===== src/design/wdu_params.svh =====
`ifndef WDU_PARAMS_SVH
`define WDU_PARAMS_SVH

// ----------------------------------------
// Register map
// ----------------------------------------
`define WDU_BASE_ADDR      32'h4000_0400
`define WDU_OFF_RELOAD     32'h0000_0000
`define WDU_OFF_CTRL       32'h0000_0004
`define WDU_OFF_RESTART    32'h0000_0008
`define WDU_OFF_COUNT      32'h0000_000c

// ----------------------------------------
// Fields and reset values
// ----------------------------------------
`define WDU_CTRL_EN_BIT    0
`define WDU_CTRL_FLAG_BIT  1
`define WDU_RELOAD_RESET   16'h000f
`define WDU_COUNT_RESET    16'h000f

// ----------------------------------------
// Timing
// ----------------------------------------
`define WDU_SLOW_PER_COUNT 6'h21

`endif


===== src/design/wdu_pkg.sv =====
package wdu_pkg;

    typedef struct packed {
        logic [31:0] addr;
        logic        wr;
        logic        rd;
        logic [31:0] wdata;
    } wdu_req_s;

    typedef struct packed {
        logic [15:0] reload;
        logic        enable;
        logic        flag;
        logic [15:0] count;
        logic [5:0]  presc;
        logic        sync_a;
        logic        sync_b;
        logic        sync_c;
        logic        event_pulse;
        logic        event_seen;
        logic [31:0] rdata;
    } wdu_state_s;

endpackage


===== src/design/wdu_watchdog_unit.sv =====
`timescale 1ns/10ps
`include "wdu_params.svh"

// What this block does
// RL1 - Four word registers at base 4000_0400h
// RL2 - Writing reload value reloads the counter
// RL3 - Underflow sets status flag bit 1
// RL4 - Writing one clears flag, zero ignored
// RL5 - Bit 0 enables; resets to zero
// RL6 - Restart register stores nothing, reads zero
// RL7 - Restart write when enabled reloads counter
// RL8 - Restart write when disabled is ignored
// RL9 - Count register read-only, shows counter
// RL10 - Decrement once per 33 slow clocks
// RL11 - Underflow raises event and sets flag
// RL12 - Event pulse; seen only cleared by reset
// RL13 - Disable freezes counter and prescaler
// RL14 - Register access on core clock, reads answer one cycle later; slow clock synchronised
module wdu_watchdog_unit
    import wdu_pkg::*;
(
    input  wire logic        core_clk_in,
    input  wire logic        rstn_in,
    input  wire logic        slow_count_clock_in,
    input  wire wdu_req_s    req_in,
    output logic [31:0]      rdata_out,
    output logic             enable_out,
    output logic [15:0]      count_out,
    output logic             event_pulse_out,
    output logic             event_seen_out
);

    // ----------------------------------------
    // Address decode
    // ----------------------------------------
    function automatic logic wdu_hit(input logic [31:0] addr, input logic [31:0] off);
        wdu_hit = (addr == (`WDU_BASE_ADDR + off));
    endfunction

    wdu_state_s s_q;
    wdu_state_s s_d;

    logic wr_reload;
    logic wr_ctrl;
    logic wr_restart;
    logic slow_tick;

    assign wr_reload  = req_in.wr && wdu_hit(req_in.addr, `WDU_OFF_RELOAD);   // RL1
    assign wr_ctrl    = req_in.wr && wdu_hit(req_in.addr, `WDU_OFF_CTRL);     // RL1
    assign wr_restart = req_in.wr && wdu_hit(req_in.addr, `WDU_OFF_RESTART);  // RL1
    // Edge of the slow clock, read only after the second stage
    assign slow_tick  = s_q.sync_b && !s_q.sync_c;                            // RL14

    // ----------------------------------------
    // Next state
    // ----------------------------------------
    always_comb
    begin
        s_d = s_q;
        s_d.sync_a = slow_count_clock_in;
        s_d.sync_b = s_q.sync_a;
        s_d.sync_c = s_q.sync_b;
        s_d.event_pulse = 1'b0;

        // Counting only on a slow tick while enabled; otherwise counter and prescaler hold
        if (s_q.enable && slow_tick)                                          // RL13
        begin
            if (s_q.presc == `WDU_SLOW_PER_COUNT - 6'h01)                      // RL10
            begin
                s_d.presc = 6'h00;
                if (s_q.count == 16'h0000)                                    // RL11
                begin
                    s_d.event_pulse = 1'b1;                                   // RL12
                    s_d.event_seen  = 1'b1;                                   // RL12
                    s_d.flag        = 1'b1;                                   // RL3
                    s_d.count       = s_q.reload;
                end
                else
                begin
                    s_d.count = s_q.count - 16'h0001;                         // RL10
                end
            end
            else
            begin
                s_d.presc = s_q.presc + 6'h01;
            end
        end

        if (wr_restart && s_q.enable)                                         // RL7 RL8
        begin
            s_d.count = s_q.reload;
            s_d.presc = 6'h00;
        end

        if (wr_reload)                                                        // RL2
        begin
            s_d.reload = req_in.wdata[15:0];
            s_d.count  = req_in.wdata[15:0];
            s_d.presc  = 6'h00;
        end

        if (wr_ctrl)
        begin
            s_d.enable = req_in.wdata[`WDU_CTRL_EN_BIT];                      // RL5
            // Set from an underflow in the same cycle wins over clear
            if (req_in.wdata[`WDU_CTRL_FLAG_BIT] && !s_d.event_pulse)         // RL4
                s_d.flag = 1'b0;
        end

        // Reads answer one cycle later from flops; unmapped reads zero
        s_d.rdata = 32'h0000_0000;
        if (req_in.rd)                                                        // RL14
        begin
            if (wdu_hit(req_in.addr, `WDU_OFF_RELOAD))
                s_d.rdata = {16'h0000, s_q.reload};
            else if (wdu_hit(req_in.addr, `WDU_OFF_CTRL))
                s_d.rdata = {30'h0000_0000, s_q.flag, s_q.enable};
            else if (wdu_hit(req_in.addr, `WDU_OFF_RESTART))
                s_d.rdata = 32'h0000_0000;                                    // RL6
            else if (wdu_hit(req_in.addr, `WDU_OFF_COUNT))
                s_d.rdata = {16'h0000, s_q.count};                            // RL9
        end
    end

    // ----------------------------------------
    // State register
    // ----------------------------------------
    always_ff @(posedge core_clk_in or negedge rstn_in)
    begin
        if (!rstn_in)
        begin
            s_q        <= '0;
            s_q.reload <= `WDU_RELOAD_RESET;
            s_q.count  <= `WDU_COUNT_RESET;
            s_q.enable <= 1'b0;                                               // RL5
        end
        else
        begin
            s_q <= s_d;
        end
    end

    // ----------------------------------------
    // Outputs
    // ----------------------------------------
    // All straight from flops, so the controller reset sees no glitch
    assign rdata_out           = s_q.rdata;
    assign enable_out          = s_q.enable;
    assign count_out           = s_q.count;
    assign event_pulse_out     = s_q.event_pulse;
    assign event_seen_out      = s_q.event_seen;
endmodule


===== config.mk =====
export PLATFORM = sky130hd
export DESIGN_NAME = wdu_watchdog_unit
export DESIGN_NICKNAME = d
export VERILOG_FILES = /design/src/design/wdu_pkg.sv /design/src/design/wdu_watchdog_unit.sv
export VERILOG_INCLUDE_DIRS = /design/src /design/src/design
export SDC_FILE = /design/constraint.sdc
export NUM_CORES = 1
export LEC_CHECK = 0
export BUFFER_PORTS_ARGS = -buffer_cell sky130_fd_sc_hd__buf_2
export CAP_MARGIN = 20
export CORE_ASPECT_RATIO = 0.9
export CORE_MARGIN = 2
export CORE_UTILIZATION = 44
export CTS_BUF_LIST = sky130_fd_sc_hd__clkbuf_8
export DETAILED_ROUTE_END_ITERATION = 8
export GPL_TIMING_DRIVEN = 0
export HOLD_SLACK_MARGIN = 0.06
export PLACE_DENSITY = 0.76
export REMOVE_ABC_BUFFERS = 1
export SLEW_MARGIN = 0
export SYNTH_ARGS = -nofsm -noshare
export SYNTH_HDL_FRONTEND = slang
export SYNTH_SLANG_ARGS = --single-unit
export TNS_END_PERCENT = 50

===== constraint.sdc =====
create_clock -name core_clk_in -period 2.75 [get_ports core_clk_in]
set_input_delay 0.55 -clock core_clk_in [delete_from_list [all_inputs] [get_ports core_clk_in]]
set_output_delay 0.55 -clock core_clk_in [all_outputs]
set_load 0.01 [all_outputs]

# Yosys cells after proc, flatten, opt, wreduce, memory -nomap -nowiden

Index checks and enable logic that the tools add are counted.

Output and inout port bits: 51
Register bits: 77

Equality and inequality tests: 5
Add/subtract/negate cells: 2
Reduce and logical (&&, ||, !) cells: 14
Multiplexer cells: 17

Operators with widths:

| kind                  | number |
|---|---|
| $eq 32x31->1 const B  | 4 |
| $mux 16               | 6 |
| $mux 22               | 2 |
| $mux 23               | 1 |
| $mux 17               | 1 |
| $logic_not 16->1      | 1 |
| $sub 16x1->16 const B | 1 |
| $logic_and 1x1->1     | 7 |
| $add 6x1->6 const B   | 1 |
| $eq 6x6->1 const B    | 1 |
| $mux 2                | 3 |
| $mux 6                | 1 |
| $reduce_bool 3->1     | 2 |
| $mux 1                | 3 |
| $reduce_and 3->1      | 1 |
| $logic_not 1->1       | 2 |
| $reduce_and 2->1      | 1 |

# Depth between registers and ports, before layout

Word-level depth: 8
Depth in mapped cells: 9
Gate-level depth less buffers: 8

# Least setup slack after synthesis

Ideal clock, no wire load.

Path kind: input to register
From: input port req_in[60] (netlist name)
To: register s_q[66] (netlist name)
Slack: 0.341 ns
Buffers on the path: 3
Data arrival time: 2.291 ns
Stages on the path: 8
Library setup time: 0.118 ns
Cells stage by stage: or4_1 -> buf_2 -> or3_1 -> or2_2 -> buf_2 -> buf_6 -> nand2_1 -> nand2_1

Word-level cells in the longest chain between the ends: 2

RTL lines:

| item              | RTL line                | text |
|---|---|---|
| start, declared   | wdu_watchdog_unit.sv:25 | `input wire wdu_req_s req_in,` |
| $eq 32x31->1      | wdu_watchdog_unit.sv:37 | `` wdu_hit = (addr == (`WDU_BASE_ADDR + off)); `` |
| $logic_and 1x1->1 | wdu_watchdog_unit.sv:48 | `` assign wr_reload = req_in.wr && wdu_hit(req_in.addr, `WDU_OFF_RELOAD); `` |
| end, declared     | wdu_watchdog_unit.sv:40 | `wdu_state_s s_q;` |

No other way between the ends.
A chain may end at the register's enable or synchronous reset.

# Worst setup path after layout

From: register s_q (netlist bit count_out[7])
To: register s_q (netlist bit count_out[13])

Word-level cells in the longest chain between the ends: 6

RTL lines:

| item                                                     | RTL line                                         | text |
|---|---|---|
| $sub 16x1->16 / $logic_not 16->1 (equally long branches) | wdu_watchdog_unit.sv:80, wdu_watchdog_unit.sv:71 |  |
| $mux 16 *                                                | wdu_watchdog_unit.sv:71                          | `if (s_q.count == 16'h0000)` |
| $mux 17 *                                                | wdu_watchdog_unit.sv:68                          | `` if (s_q.presc == `WDU_SLOW_PER_COUNT - 6'h01) `` |
| $mux 23 *                                                | wdu_watchdog_unit.sv:66                          | `if (s_q.enable && slow_tick)` |
| $mux 22 *                                                | wdu_watchdog_unit.sv:89                          | `if (wr_restart && s_q.enable)` |
| $mux 22 *                                                | wdu_watchdog_unit.sv:95                          | `if (wr_reload)` |

Mark *: on every way between the ends. The rest lies on a longest branch, timed or not. The select of a mux whose other input is x is not followed.

==> flow_summary.ini <==
[timing]
clock_skew_ps = 10.8
fin_crit_sh_pct = 96.7
rsz0062_at_grt = yes
layout_min_cycle_time_ps = 2660
fmax_ghz = 0.376
tightest_slew_ps = 897
setup_viol = 0
maxSlewHeadroom_pct = 39.8
setup-tns-final_ps = 0
finalHoldViolCount = 0
slew_viol_final = 0

[final_layout]
instances_no_fill = 567
finish.utilization_pct = 51.7
drive_gt1_share_pct = 31.4
antenna_cells = 0
area_growth_pct = 12.8
fill_cells = 759
layout.nets = 536

[global_routing]
grt_usage_pct = 20.9
grt_max_degree = 41
grt_pass1_vias = 3116
antenna_found_initial = 0
grt.overflow.total = 0
grt_pass1_wl_um = 15100

[worst_setup_path]
arrival_ps = 2890
worstPathCellList = or4_4, nor4_4, nand2_2, o22a_1, o22a_1, o22a_1
crit_required_ps = 2980
slowest_delay_ps = 620
cp_slowest_cell = or4_4
startpoint_type = flip-flop
path_class = reg2reg
crit_fanout = 14
critPathCaptureType = flip-flop
crit_path_frequent_cell = o22a_1

[floorplan]
die_area_sq_mm = 0.00924
ios = 120
die_w_um = 101
fp-row-count = 31
initial_core_util_pct = 45.8
core_area_sq_mm = 0.00815
dieHeight_um = 91.4

[place]
gp_congestion = 0.859
placedCellCount = 547
io_buffers = 87
place_hpwl_um = 6340

[yosys]
synth_area_sq_mm = 0.00373
synth-seq-cells = 61
netlist_top_cells_area = dfrtp_1 (36%), buf_4 (9.9%), dfstp_2 (5.6%)
synth_top_area_cell = dfrtp_1
ys_seq_area_share_pct = 41.2
avgSynthCellArea_sq_um = 9.08
async_reset_ff_share_pct = 100
yosysWarnings = 0
synth_edf_count = 0
netlist_instances = 411
synth_top_flop_cell = dfrtp_1
synth_cell_type_count = 54
synth_top_area_share_pct = 35.5

[power]
power_leakage_nw = 2.02
peakVddDrop_mv = 0.167
power.density_mw_per_mm2 = 439

[detailed_routing]
drtIter0Drc = 305
drt_pass1_iterations = 5
routedWlPerCell_um = 16.4
drt_wl_total_um = 9300
drtAntennaViolNets = 0
via_per_inst = 5.67
drcViolationCount = 0
vias = 3214

[clocking]
clk_latency_ps = 350
tritoncts = done
holdBufCountCts = 0
clock_path_buffers = 2
clk_pin_slew_ps = 70
cts_num_sinks = 61
h-tree-depth = 3
cts_made_buffers = 9
ctsRootBufferMaster = clkbuf_8

[worst_hold_path]
hp-class = in2async

[job]
drv_cap = 0

[run_status]
status = finished, final reports clean
power breakdown:
group | internal (mW) | total (mW) | switching (mW)
clock network | 0.499 | 0.860 | 0.361
logic | 0.0341 | 0.0892 | 0.0552
registers | 0.900 | 0.901 | 0.000990
critical path: cells and delay by family (launching register included):
| kind | cells | cell delay [ps] |
|---|---|---|
| compound gates | 3 | 690 |
| simple gates | 3 | 1390 |
| flops | 1 | 480 |
flip-flops by register name, summed over array words and instances (netlist names):
| name | cells |
|---|---|
| s_q | 24 |
| count_out | 16 |
| rdata_out | 16 |
| s_d | 2 |
| enable_out | 1 |
| event_pulse_out | 1 |
| event_seen_out | 1 |
Yosys cell counts, types with 9 or more instances:
master / instances
buf_2: 12
dfrtp_1: 53
a21oi_1: 11
inv_1: 11
a21oi_2: 9
nor2_1: 44
a22oi_1: 15
o221ai_1: 11
nand2_1: 52
a31oi_1: 12
buf_4: 49
nor3_1: 12
layout make-up:
| cell class | instances | area, sq um | share of cell area, % |
|---|---|---|---|
| Multi-Input combinational cell | 286 | 1770 | 42.1 |
| Sequential cell | 61 | 1540 | 36.5 |
| Clock inverter | 7 | 82.6 | 1.96 |
| Tap cell | 99 | 124 | 2.94 |
| Clock buffer | 9 | 124 | 2.94 |
| Inverter | 11 | 41.3 | 0.981 |
| Timing Repair Buffer | 94 | 529 | 12.6 |
layout by cell type (no fill, tap or decap), drive strengths merged, types with 4 or more instances in the layout:
cell / count
a21oi: 20
a22oi: 15
a31oi: 12
buf: 94
clkbuf: 9
conb: 16
dfrtp: 53
dfstp: 8
ha: 4
inv: 13
nand2: 53
nand3: 8
nand4: 7
nor2: 44
nor2b: 6
nor3: 14
nor4: 11
nor4b: 4
o21ai: 4
o221ai: 12
o22a: 4
or2: 6
or3: 5
xnor2: 6
xor2: 6
path summary, 6_finish.rpt:
| check | from | end | slack [ps] | cells past startpoint |
|---|---|---|---|---|
| min in group core_clk_in | slow_count_clock_in | s_d[35]$_DFF_PN0_ | 310 | 1 |
| max reg2reg | count_out[7]$_DFFE_PN0P_ | count_out[13]$_DFFE_PN0P_ | 90 | 6 |
| max | count_out[7]$_DFFE_PN0P_ | count_out[13]$_DFFE_PN0P_ | 90 | 6 |
| max in group asynchronous | rstn_in | count_out[3]$_DFFE_PN1P_ | 1940 | 2 |
| min | rstn_in | rdata_out[2]$_DFF_PN0_ | 170 | 1 |
| min reg2reg | s_d[35]$_DFF_PN0_ | s_d[34]$_DFF_PN0_ | 350 | 0 |
per-stage QoR:
step	total power [mW]	hold WS, ps	setup slack (ps)	instance area [sq um]
floorplan	0.939	254	-114	3320
global placement	1.00	336	-1190	3880
detailed placement	1.01	338	-643	3920
CTS	1.85	183	50.3	4150
global route	1.90	201	-22.0	4210
finish	1.85	166	91.2	4210
metal layers:
layer | GRT usage (%) | vias up | part of all wire, %
met1 | 27.6 | 1567 | 42
met2 | 33.3 | 132 | 49
met5 | 0 | - | 0
met4 | 7.21 | 0 | 1.4
li1 | - | 1501 | -
met3 | 4.93 | 14 | 7.0
cells by family after synthesis:
family / share of synthesized area [%]
muxes: 0.871
xor gates and xnor gates: 2.81
and+or+nand+nor: 24.1
AOI/OAI and AO/OA: 16.0
other: 0.100
DFF: 41.2
buffers and inverters: 13.7
adders and majority gates: 1.34
timing repair:
item / CTS / global route
resized for setup: 6 / 1
pin swaps: 2 / 2
buffers inserted: 0 / 4
endpoints found under the setup margin: 29 / 41
Note: power is estimated with default switching activity, not from simulation.
